## src/cwd_pkg.sv

```systemverilog
// Operation
// - Word one at 2007h, two at 2008h, programming only
// - Bit 13 low: debugger owns programming pins
// - Bit 12 selects 500 kHz or 16 MHz
// - Unimplemented bits 11 and 7 read as one
// - Bit 10 selects 2.5 V or 1.9 V
// - Bits 9:8 set brown-out reset policy
// - Brown-out enable never enables power-up timer
// - Bit 6 low turns code protection on
// - Protection off erases the whole program memory
// - Bit 5 picks master clear or digital input
// - Master clear stops internal or RC oscillator
package cwd_pkg;

  // Word indices as printed; byte address is four times the index
  localparam logic [15:0] IDX_CFG1   = 16'h2007;
  localparam logic [15:0] IDX_CFG2   = 16'h2008;
  localparam logic [15:0] IDX_STATUS = 16'h2009;
  localparam logic [15:0] ADDR_CFG1   = 16'(IDX_CFG1 * 4);
  localparam logic [15:0] ADDR_CFG2   = 16'(IDX_CFG2 * 4);
  localparam logic [15:0] ADDR_STATUS = 16'(IDX_STATUS * 4);

  // Configuration word layout
  localparam int CFG_W        = 14;
  localparam int BIT_DEBUG_N  = 13;
  localparam int BIT_MULT_ON  = 12;
  localparam int BIT_UNIMP_HI = 11;
  localparam int BIT_THRESH   = 10;
  localparam int BIT_POL_HI   = 9;
  localparam int BIT_POL_LO   = 8;
  localparam int BIT_UNIMP_LO = 7;
  localparam int BIT_CODE_N   = 6;
  localparam int BIT_PIN_SEL  = 5;
  localparam int BIT_PWRT_N   = 4;
  localparam int BIT_WDT      = 3;
  localparam int BIT_OSC_HI   = 2;
  localparam int BIT_OSC_LO   = 0;

  // Erased words read all ones; unimplemented bits are forced high
  localparam logic [CFG_W-1:0] CFG1_RESET   = 14'h3fff;
  localparam logic [CFG_W-1:0] CFG2_RESET   = 14'h3fff;
  localparam logic [CFG_W-1:0] CFG1_ONES    = 14'h0880;

  // Brown-out policy codes
  localparam logic [1:0] POL_RUN_ONLY = 2'h2;
  localparam logic [1:0] POL_ALWAYS   = 2'h3;

  // Decoded figures
  localparam logic [15:0] FREQ_BASE_KHZ = 16'h01f4;
  localparam logic [15:0] FREQ_MULT_KHZ = 16'h3e80;
  localparam logic [15:0] THRESH_HI_MV  = 16'h09c4;
  localparam logic [15:0] THRESH_LO_MV  = 16'h076c;

  // Oscillator codes counted as internal or RC (neutral default)
  localparam logic [7:0] OSC_INT_RC_MASK = 8'hf0;

  // Status register bits
  localparam int ST_LOADED  = 0;
  localparam int ST_PROG    = 1;
  localparam int ST_ERASING = 2;

  // Erase sequencer
  typedef enum logic [0:0] {
    ER_IDLE = 1'b0,
    ER_BUSY = 1'b1
  } cwd_erase_t;

  // Decoded static controls
  typedef struct packed {
    logic        debuggerOwnsPins;
    logic        internalOscMultiplierOn;
    logic [15:0] internalOscFreqKhz;
    logic        brownoutThresholdSel;
    logic [15:0] brownoutThresholdMv;
    logic [1:0]  brownoutPolicy;
    logic        codeProtectN;
    logic        resetPinFunctionSel;
    logic        powerupTimerEnableN;
    logic        watchdogEnableCfg;
    logic [2:0]  oscillatorSelect;
  } cwd_ctrl_t;

endpackage

```

## src/cwd_sync.sv

```systemverilog
// Two-flop synchroniser, one stage pair per bit
module cwd_sync #(
  parameter int WIDTH = 1                      // Number of bits
) (
  input  wire logic             core_clk,      // Core clock
  input  wire logic             nrst,          // Async reset, active low
  input  wire logic [WIDTH-1:0] asyncIn,       // Asynchronous inputs
  input  wire logic [WIDTH-1:0] resetVal,      // Unused tie, kept constant
  output logic      [WIDTH-1:0] syncOut        // Synchronised outputs
);

  genvar i;

  // Each bit gets its own stage pair; only the second stage is read
  generate
    for (i = 0; i < WIDTH; i++) begin : g_bit
      logic meta;                              // First stage, read only below

      // Reset to zero; a constant as required under async reset
      always_ff @(posedge core_clk or negedge nrst) begin
        if (!nrst) begin
          meta       <= 1'b0;
          syncOut[i] <= 1'b0;
        end else begin
          meta       <= asyncIn[i];
          syncOut[i] <= meta;
        end
      end
    end
  endgenerate

endmodule // cwd_sync

```

## src/cwd_top.sv

```systemverilog
// Configuration word decode with APB access for the programmer
module cwd_top #(
  parameter logic [7:0] OSC_INT_RC_MASK = cwd_pkg::OSC_INT_RC_MASK  // Internal/RC osc codes
) (
  input  wire logic              core_clk,             // Core clock, 250 MHz
  input  wire logic              nrst,                 // Async reset, active low
  input  wire logic              psel,                 // APB select
  input  wire logic              penable,              // APB enable
  input  wire logic              pwrite,               // APB direction
  input  wire logic [15:0]       paddr,                // APB byte address
  input  wire logic [31:0]       pwdata,               // APB write data
  output logic      [31:0]       prdata,               // APB read data
  output logic                   pready,               // APB ready
  output logic                   pslverr,              // APB error
  input  wire logic              progModePin,          // Programming mode pin
  input  wire logic              portEBit3Pin,         // Shared reset pin
  input  wire logic              sleepMode,            // Core is in Sleep
  input  wire logic              eraseDone,            // Flash erase finished
  output cwd_pkg::cwd_ctrl_t     ctrl,                 // Decoded static controls
  output logic                   masterClearInputN,    // Internal master clear
  output logic                   portEBit3Data,        // Pin as digital input
  output logic                   internalOscillatorStop, // Stop internal osc
  output logic                   brownoutResetEnable,  // Brown-out reset armed
  output logic                   eraseReq              // Erase program memory
);

  // Synchronised pin levels
  logic                        progSync;              // Programming mode
  logic                        padSync;               // Reset pin level
  logic                        progPrev;              // For exit detection

  // Stored words, as seen by the programmer
  logic [cwd_pkg::CFG_W-1:0]   cfgOne;                // Word one storage
  logic [cwd_pkg::CFG_W-1:0]   cfgTwo;                // Word two storage
  logic                        loadPending;           // Decode owed

  // Erase sequencer
  cwd_pkg::cwd_erase_t         eraseState;            // Current state
  cwd_pkg::cwd_erase_t         next_eraseState;       // Next state

  // Bus decode
  logic                        setupPhase;            // Setup cycle of a transfer
  logic                        accessDone;            // Access completes this edge
  logic                        hitOne;                // Word one addressed
  logic                        hitTwo;                // Word two addressed
  logic                        hitStatus;             // Status addressed
  logic                        cfgHit;                // Either config word
  logic                        refuse;                // Access to be refused
  logic [cwd_pkg::CFG_W-1:0]   wrOne;                 // Word one as written
  logic                        startErase;            // Protection turned off
  logic                        progExit;              // Programming mode left
  logic                        loadNow;               // Decode this cycle
  logic [31:0]                 next_prdata;           // Read data for access

  // Both pins come from outside the clock domain
  cwd_sync #(
    .WIDTH    (2)
  ) u_sync (
    .core_clk (core_clk),
    .nrst     (nrst),
    .asyncIn  ({progModePin, portEBit3Pin}),
    .resetVal (2'h0),
    .syncOut  ({progSync, padSync})
  );

  // Address decode on byte addresses of the printed word indices
  assign setupPhase = psel && !penable;
  assign accessDone = psel && penable && pready;
  assign hitOne     = (paddr == cwd_pkg::ADDR_CFG1);
  assign hitTwo     = (paddr == cwd_pkg::ADDR_CFG2);
  assign hitStatus  = (paddr == cwd_pkg::ADDR_STATUS);
  assign cfgHit     = hitOne || hitTwo;

  // Config words exist only in programming mode; status is read-only
  always_comb begin
    refuse = 1'b0;
    if (cfgHit && !progSync) begin
      refuse = 1'b1;
    end else if (cfgHit && pwrite && (eraseState == cwd_pkg::ER_BUSY)) begin
      refuse = 1'b1;
    end else if (hitStatus && pwrite) begin
      refuse = 1'b1;
    end else if (!cfgHit && !hitStatus) begin
      refuse = 1'b1;
    end
  end

  // Unimplemented bits cannot be programmed low
  assign wrOne = pwdata[cwd_pkg::CFG_W-1:0] | cwd_pkg::CFG1_ONES;

  // Protection going from on to off triggers a full erase
  assign startErase = accessDone && !pslverr && pwrite && hitOne
                    && !cfgOne[cwd_pkg::BIT_CODE_N]
                    && pwdata[cwd_pkg::BIT_CODE_N];

  // Decode follows reset and the end of each programming session
  assign progExit = progPrev && !progSync;
  assign loadNow  = (loadPending || progExit) && !progSync;

  // Read mux; evaluated during setup and registered for the access
  always_comb begin
    next_prdata = 32'h0;
    if (hitOne) begin
      next_prdata[cwd_pkg::CFG_W-1:0] = cfgOne | cwd_pkg::CFG1_ONES;
    end else if (hitTwo) begin
      next_prdata[cwd_pkg::CFG_W-1:0] = cfgTwo;
    end else if (hitStatus) begin
      next_prdata[cwd_pkg::ST_LOADED]  = !loadPending;
      next_prdata[cwd_pkg::ST_PROG]    = progSync;
      next_prdata[cwd_pkg::ST_ERASING] = (eraseState == cwd_pkg::ER_BUSY);
    end
  end

  // Zero-wait slave: ready, data and error stand in the access cycle only
  always_ff @(posedge core_clk or negedge nrst) begin
    if (!nrst) begin
      pready  <= 1'b0;
      pslverr <= 1'b0;
      prdata  <= 32'h0;
    end else begin
      pready  <= setupPhase;
      pslverr <= setupPhase && refuse;
      // Refused or write accesses return zero
      prdata  <= (setupPhase && !refuse && !pwrite) ? next_prdata : 32'h0;
    end
  end

  // Word storage; a real part keeps these in flash across resets
  always_ff @(posedge core_clk or negedge nrst) begin
    if (!nrst) begin
      cfgOne <= cwd_pkg::CFG1_RESET;
      cfgTwo <= cwd_pkg::CFG2_RESET;
    end else if (accessDone && !pslverr && pwrite) begin
      // Writes land only at the completing access edge
      if (hitOne) begin
        cfgOne <= wrOne;
      end else if (hitTwo) begin
        cfgTwo <= pwdata[cwd_pkg::CFG_W-1:0];
      end
    end
  end

  // Remember the previous mode to see the session end
  always_ff @(posedge core_clk or negedge nrst) begin
    if (!nrst) begin
      progPrev <= 1'b0;
    end else begin
      progPrev <= progSync;
    end
  end

  // Decode owed from reset until the first cycle outside programming mode
  always_ff @(posedge core_clk or negedge nrst) begin
    if (!nrst) begin
      loadPending <= 1'b1;
    end else if (progSync) begin
      // Entry invalidates the held copy until the session ends
      loadPending <= 1'b1;
    end else if (loadNow) begin
      loadPending <= 1'b0;
    end
  end

  // Erase sequencer next state; request holds until flash reports done
  always_comb begin
    next_eraseState = eraseState;
    unique case (eraseState)
      cwd_pkg::ER_IDLE: begin
        if (startErase) begin
          next_eraseState = cwd_pkg::ER_BUSY;
        end
      end
      cwd_pkg::ER_BUSY: begin
        if (eraseDone) begin
          next_eraseState = cwd_pkg::ER_IDLE;
        end
      end
    endcase
  end

  // Erase state register
  always_ff @(posedge core_clk or negedge nrst) begin
    if (!nrst) begin
      eraseState <= cwd_pkg::ER_IDLE;
    end else begin
      eraseState <= next_eraseState;
    end
  end

  // Erase request straight from a flop, high for the whole erase
  always_ff @(posedge core_clk or negedge nrst) begin
    if (!nrst) begin
      eraseReq <= 1'b0;
    end else begin
      eraseReq <= (next_eraseState == cwd_pkg::ER_BUSY);
    end
  end

  // Decoded controls; held constant between loads so the clock,
  // reset and debug logic never see a half-programmed word
  always_ff @(posedge core_clk or negedge nrst) begin
    if (!nrst) begin
      ctrl <= '0;
    end else if (loadNow) begin
      // Debugger takes the programming pins when the bit is low
      ctrl.debuggerOwnsPins        <= !cfgOne[cwd_pkg::BIT_DEBUG_N];
      // Multiplier on gives the fast internal frequency
      ctrl.internalOscMultiplierOn <= cfgOne[cwd_pkg::BIT_MULT_ON];
      ctrl.internalOscFreqKhz      <= cfgOne[cwd_pkg::BIT_MULT_ON]
                                    ? cwd_pkg::FREQ_MULT_KHZ
                                    : cwd_pkg::FREQ_BASE_KHZ;
      // Threshold select: low bit picks the higher trip level
      ctrl.brownoutThresholdSel    <= cfgOne[cwd_pkg::BIT_THRESH];
      ctrl.brownoutThresholdMv     <= cfgOne[cwd_pkg::BIT_THRESH]
                                    ? cwd_pkg::THRESH_LO_MV
                                    : cwd_pkg::THRESH_HI_MV;
      ctrl.brownoutPolicy          <= cfgOne[cwd_pkg::BIT_POL_HI:cwd_pkg::BIT_POL_LO];
      ctrl.codeProtectN            <= cfgOne[cwd_pkg::BIT_CODE_N];
      ctrl.resetPinFunctionSel     <= cfgOne[cwd_pkg::BIT_PIN_SEL];
      // Timer enable comes from its own bit only, never from policy
      ctrl.powerupTimerEnableN     <= cfgOne[cwd_pkg::BIT_PWRT_N];
      ctrl.watchdogEnableCfg       <= cfgOne[cwd_pkg::BIT_WDT];
      ctrl.oscillatorSelect        <= cfgOne[cwd_pkg::BIT_OSC_HI:cwd_pkg::BIT_OSC_LO];
    end
  end

  // Brown-out arming; the run-only code drops it in Sleep
  always_ff @(posedge core_clk or negedge nrst) begin
    if (!nrst) begin
      brownoutResetEnable <= 1'b0;
    end else begin
      unique case (ctrl.brownoutPolicy)
        cwd_pkg::POL_ALWAYS:   brownoutResetEnable <= 1'b1;
        cwd_pkg::POL_RUN_ONLY: brownoutResetEnable <= !sleepMode;
        default:               brownoutResetEnable <= 1'b0;
      endcase
    end
  end

  // Shared reset pin: master clear or plain digital input
  always_ff @(posedge core_clk or negedge nrst) begin
    if (!nrst) begin
      masterClearInputN <= 1'b1;
      portEBit3Data     <= 1'b0;
    end else if (ctrl.resetPinFunctionSel) begin
      masterClearInputN <= padSync;
      portEBit3Data     <= 1'b0;
    end else begin
      // Internal clear is held inactive while the pin is an input
      masterClearInputN <= 1'b1;
      portEBit3Data     <= padSync;
    end
  end

  // Oscillator stop while clear is held in internal or RC mode;
  // external crystal modes keep running so they restart quickly
  always_ff @(posedge core_clk or negedge nrst) begin
    if (!nrst) begin
      internalOscillatorStop <= 1'b0;
    end else begin
      internalOscillatorStop <= ctrl.resetPinFunctionSel && !padSync
                              && OSC_INT_RC_MASK[ctrl.oscillatorSelect];
    end
  end

endmodule // cwd_top

```

## config.mk

```make
export PLATFORM = sky130hd
export DESIGN_NAME = cwd_top
export DESIGN_NICKNAME = d
export VERILOG_FILES = /design/src/cwd_pkg.sv /design/src/cwd_sync.sv /design/src/cwd_top.sv
export SDC_FILE = /design/constraint.sdc
export NUM_CORES = 1
export LEC_CHECK = 0
export BUFFER_PORTS_ARGS = -buffer_cell sky130_fd_sc_hd__buf_2
export CORE_ASPECT_RATIO = 1.4
export CORE_UTILIZATION = 23
export DETAILED_ROUTE_END_ITERATION = 8
export GPL_ROUTABILITY_DRIVEN = 0
export GPL_TIMING_DRIVEN = 0
export SLEW_MARGIN = 20
export SYNTH_ARGS = -nofsm -noshare
export SYNTH_HDL_FRONTEND = slang
export SYNTH_SLANG_ARGS = --single-unit
```

## constraint.sdc

```tcl
create_clock -name core_clk -period 3.8 [get_ports core_clk]
set_input_delay 0.76 -clock core_clk [delete_from_list [all_inputs] [get_ports core_clk]]
set_output_delay 0.76 -clock core_clk [all_outputs]
set_load 0.01 [all_outputs]
```

## After elaboration in Yosys (flattened, before gate mapping)

Memory sizes are Yosys's and may differ from the RTL's.
Index checks and enable logic that the tools add are counted.

- Latch bits: 0
- Logic and storage cells: 93
- Memories kept: 1
- Bits in writable memories: 0
- Register bits: 97
- Input port bits: 57
- Memory bits (read-only): 8

- Reduce and logical (&&, ||, !) cells: 37
- $mul: 0
- Muxes and demuxes: 20
- Shift-type cells: 0
- Equality and inequality tests: 5
- Order comparisons: 1
- Bitwise gates (word level): 2
- Add/sub/neg operators: 0
- Div/mod/pow operators: 0

Memories:

| memory | words | bits a word | rd ports | clocked after Yosys merged registers in | write ports | RTL line | source |
|---|---|---|---|---|---|---|---|
| (name not given) | 8 | 1 | 1 | 0 | 0 | cwd_top.sv:262 | `&& OSC_INT_RC_MASK[ctrl.oscillatorSelect];` |

Operator list:

| kind | number |
|---|---|
| $eq 16x16->1 const B | 3 |
| $mux 14 | 3 |
| $logic_and 1x1->1 | 20 |
| $logic_not 1->1 | 12 |
| $mux 12 | 1 |
| $mux 1 | 11 |
| $mux 11 | 1 |
| $mux 3 | 2 |
| $eq 2x2->1 const B | 2 |
| $lt 3x4->1 const B | 1 |
| $pmux 1 s2 | 2 |
| $reduce_and 3->1 | 1 |
| $logic_or 1x1->1 | 2 |
| $not 1->1 | 2 |
| $reduce_and 2->1 | 1 |
| $reduce_bool 2->1 | 1 |

## Logic depth before layout (Yosys ltp)

- Word-level depth: 12
- Mapped depth: 6

## Hierarchy

From an unflattened synthesis, not the netlist that was laid out.

- Cells, all modules: 234
- Area, all modules: 3080.5 um^2

By module, submodules not included:

| module | seq. area each (um^2) | instances | cells each | area each (um^2) |
|---|---|---|---|---|
| cwd_top | 1636.6 | 1 | 230 | 2980.4 |
| cwd_sync | 100.1 | 1 | 4 | 100.1 |

## Least setup slack after synthesis

OpenSTA, ideal clock, no wires.

- Kind: input -> register
- From: input port paddr[1]
- To: register cfgTwo[10] (netlist name)
- Data arrival time: 2.136 ns
- Slack: 1.579 ns
- Required time: 3.715 ns
- Library setup time: 0.085 ns
- Stages on the path: 5
- Path through: nor4_1 > and4_1 > nor3b_4 > buf_6 > mux2_1

- Cells in the longest elaborated chain, start to end: 3

RTL lines:

| element | RTL line | source |
|---|---|---|
| start, declared | cwd_top.sv:10 | `input wire logic [15:0] paddr,` |
| $eq 16x16->1 | cwd_top.sv:69 | `assign hitOne = (paddr == cwd_pkg::ADDR_CFG1);` |
| $not 1->1 (no line) | - |  |
| $reduce_and 3->1 (no line) (*) | - |  |
| end signal, assigned | cwd_top.sv:132 | `cfgTwo <= cwd_pkg::CFG2_RESET;` |
| end signal, assigned | cwd_top.sv:138 | `cfgTwo <= pwdata[cwd_pkg::CFG_W-1:0];` |
| end, declared | cwd_top.sv:34 | `logic [cwd_pkg::CFG_W-1:0] cfgTwo;` |

Every way passes the cells marked *; elsewhere a longest branch is shown, timed or not.
A chain may end at the register's enable or synchronous reset.

## Worst setup path after layout

- From: input port paddr[1]
- To: register cfgTwo[13] (netlist name)

The elaborated chain is that of the path after synthesis.

==> flow_summary.rst <==
.. list-table::
   :header-rows: 1

   * - Metric
     - Value
   * - Final WL
     - 6.887 mm
   * - Start of the worst register-to-register path
     - u_sync.syncOut[1]
   * - Class of the most critical hold timing path
     - in2async
   * - Final Total Pwr
     - 0.001641 W
   * - Via count of the first global-routing pass
     - between 2,000 and 2,500
   * - Worst clock skew on the final layout
     - around 2.3 ps
   * - Number of inserted diodes
     - 0
   * - Async set or reset register ratio after synthesis
     - 100.0%
   * - Per-instance average area after synthesis
     - 12.98 sq um
   * - Global-route usage over all layers
     - a little over a tenth
   * - Critical path's largest stage delay
     - around 470 ps
   * - Synthesized cell area
     - between 3000 and 4000 sq um
   * - Number of failing setup endpoints in the final timing report
     - 0
   * - Sequential-to-total area share from yosys stat
     - between 50% and 60%
   * - Number of buffers and inverters on the critical path
     - 2
   * - CP max stage cell
     - nor4_1
   * - Area occupied by multi-input gates
     - slightly below 1000 sq um
   * - Crit path arrival time
     - about 2600 ps
   * - Die outline height
     - 137.7 microns
   * - I/O pins
     - between 100 and 150
   * - Biggest area consumer among synthesized cells
     - dfrtp_1
   * - Number of rows created at floorplan
     - about 50
   * - Overall overflow remaining after global route
     - 0
   * - Core area
     - about 13,000 sq um
   * - Cells after synthesis
     - roughly 230
   * - Initial core utilization
     - roughly a quarter
   * - CTS max path bufs
     - 2
   * - Worst skew pair latency
     - 320 ps
   * - Max Freq
     - around 420 MHz
   * - Post-CTS Setup Inserts
     - 0
   * - Filler-free cell count of the finished design
     - about 520
   * - Max-cap violations
     - 0
   * - CTS clock-pin slew for the worst setup and hold paths
     - 50 ps
   * - Wire length of the first global-routing pass
     - around 11 mm
   * - Chip Width
     - roughly 100 microns
   * - Type of origin of the critical path
     - input port
   * - Result of the run
     - finished, final reports clean
   * - Total negative slack
     - 0 ps
   * - Post-DRT Antenna Nets
     - 0
   * - Vias per cell
     - 4.021
   * - Routed wire per std cell
     - about 13 microns
   * - Total of hold buffers inserted after clock tree synthesis
     - 0
   * - Leakage power figure
     - approximately 2.1 nW
   * - Share of cells above drive strength 1
     - a little under three fifths
   * - Count of port buffers added during placement
     - 90
   * - Leading post-synthesis cells by instance count
     - 48 x buf_4, 40 x dfrtp_1, 28 x dfstp_2
   * - Area share of the largest cell type after synthesis
     - 33.10%
   * - Post-synth EDFFs
     - 0
   * - Pin slew with the least headroom to its limit
     - between 600 and 700 ps
   * - Number of DRC violations after detailed-routing iteration 0
     - between 60 and 70
   * - Peak ir drop on the vdd network
     - 0.0001795 V
   * - Period minus WS final
     - approximately 2400 ps
   * - Primary FF master, synth
     - dfrtp_1
   * - Detailed placement HPWL
     - approximately 5 mm
   * - R2R depth
     - 4
   * - CP Max Fanout
     - 10
   * - Layout net count
     - approximately 420
   * - Number of warnings reported in the yosys synthesis log
     - 0
   * - Period Utilization, post-route
     - around 62%
   * - DRC
     - 0
   * - Number of antenna violations at the first check in global routing
     - 0
   * - Number of fillers in the final layout
     - between 1,000 and 1,500
   * - Synth Register Bits
     - ~70
   * - Maximum number of pins on one net before global-route repair
     - 42
   * - Total clock sinks
     - 68
   * - Pre-antenna DRT Iters
     - 4
   * - Final hold violations
     - 0
   * - Power share of the clock group
     - a little under half
   * - Net Switching
     - 0.0003531 W
   * - Crit path cell chain
     - buf_2 > nor4_1 > and4_1 > nor3b_4 > buf_6 > mux2_1
   * - Area added between synthesis and finish
     - 34.92%
   * - Worst reg2reg endpoint
     - ctrl[19]
   * - Largest cells by area after synthesis
     - dfrtp_1 33%, dfstp_2 24%, buf_4 12%
   * - Reg power frac
     - 45.2%
   * - Total number of vias
     - 2,099
   * - Startpoint-to-endpoint class of the critical path
     - in2reg
   * - Proportion of power drawn by combinational gates
     - under 10%
   * - # resized after CTS
     - 0
   * - CTS Buf Count
     - 9
   * - Crit. End Element
     - register
   * - Setup slack of the worst register-to-register path
     - 1730 ps
   * - Count of cell types in the netlist
     - 31
   * - Most common cell in the netlist
     - buf_4
   * - Worst slew margin relative to its limit
     - a little over half
   * - Area of the die
     - ~14,000 sq um
   * - Max-slew violations
     - 0
   * - Cell Int Power
     - 0.001288 W
   * - Pwr dens
     - 402.2 nW/um^2
   * - Buffer type at the clock tree root
     - clkbuf_16
   * - Placed instance count
     - between 500 and 600
   * - Largest delay share family, worst path
     - simple AND/OR/NAND/NOR gates
   * - Area taken by flip-flops and latches
     - about 1700 sq um
   * - Setup repair after global routing missed its margin
     - false
   * - Clock H-tree levels
     - 3
   * - Critical path data required time
     - between 4000 and 5000 ps
   * - Switching power share of the total
     - around 22%
   * - TritonCTS clock tree
     - yes
==> layout by cell type (no fill, tap or decap), types with 2 or more instances in the layout <==
cell,count
conb_1,30
o21ai_0,4
nand2_1,5
buf_6,2
clkbuf_8,3
nor4b_2,2
buf_4,49
nor2_1,18
a21oi_1,2
clkbuf_16,9
clkbuf_1,9
mux2_1,19
inv_1,5
and4_1,2
nor3b_4,2
a22oi_1,12
dfstp_2,28
nand2b_1,3
dfrtp_1,40
nor4_1,2
buf_2,89
mux2_2,20
==> worst register-to-register path, cell delays in order, from the launching register on <==
cell and delay (ps):
dfrtp_1 440, o21bai_1 140, clkbuf_1 520, clkbuf_1 460, mux2_2 390
==> worst max path at each step <==
stage	cells past startpoint	endpoint	from	slack, ps
finish	6	cfgTwo[13]	paddr[1]	1430
global placement	6	cfgTwo[5]	paddr[13]	1140
floorplan	5	cfgTwo[10]	paddr[1]	1580
global route	6	cfgTwo[13]	paddr[1]	1230
detailed placement	6	cfgTwo[13]	paddr[1]	1080
CTS	6	cfgTwo[13]	paddr[1]	1410
==> logic make-up after synthesis <==
| logic type | after synthesis | synth area share [%] |
|---|---|---|
| muxes | 40 | 14.85 |
| AOI/OAI and AO/OA | 24 | 5.710 |
| DFF | 68 | 57.43 |
| buffers and inverters | 61 | 14.03 |
| and+or+nand+nor | 39 | 7.861 |
| other | 1 | 0.1240 |
==> sequential cells by signal, indices dropped and copies added (netlist names) <==
name,count
cfgOne,12
brownoutResetEnable,1
progPrev,1
portEBit3Data,1
loadPending,1
eraseReq,1
ctrl,15
pready,1
cfgTwo,14
masterClearInputN,1
u_sync.syncOut,2
pslverr,1
u_sync.g_bit.meta,2
internalOscillatorStop,1
prdata,14
==> power groups by stage <==
stage | clock network (W) | registers, W | logic (W)
after global routing | 0.000839 | 0.000742 | 0.000137
after CTS | 0.000799 | 0.000741 | 0.000124
after detailed placement | 0 | 0.000753 | 0.000124
after global placement | 0 | 0.000752 | 0.000119
final | 0.000777 | 0.000741 | 0.000123
after floorplan | 0 | 0.000754 | 0.0000648
==> routing by layer <==
layer | GRT usage [%] | share of wire [%]
met1 | 11.97 | 39
met2 | 17.87 | 50
met3 | 3.704 | 8.3
met4 | 5.721 | 2.4
met5 | 0 | 0
==> through the flow <==
stage               utilization (%)  setup slack (ps)  cell area, sq um  hold WS, ps
global placement              29.46              1139              3775        334.6
floorplan                         -              1579              3133        331.2
global route                  31.84              1232              4080        358.4
detailed placement            29.64              1075              3797        337.2
finish                        31.84              1433              4080        347.4
CTS                           31.84              1413              4080        349.2
==> layout make-up <==
| type | count | area share [%] |
|---|---|---|
| buffer | 56 | 9.936 |
| timing repair buffer | 91 | 11.59 |
| multi-input combinational | 133 | 23.83 |
| tap | 153 | 4.692 |
| clock buffer | 15 | 6.808 |
| inverter | 5 | 0.4600 |
| clock inverter | 1 | 0.1227 |
| sequential | 68 | 42.56 |
No activity file was read; power rests on OpenSTA's default activity.
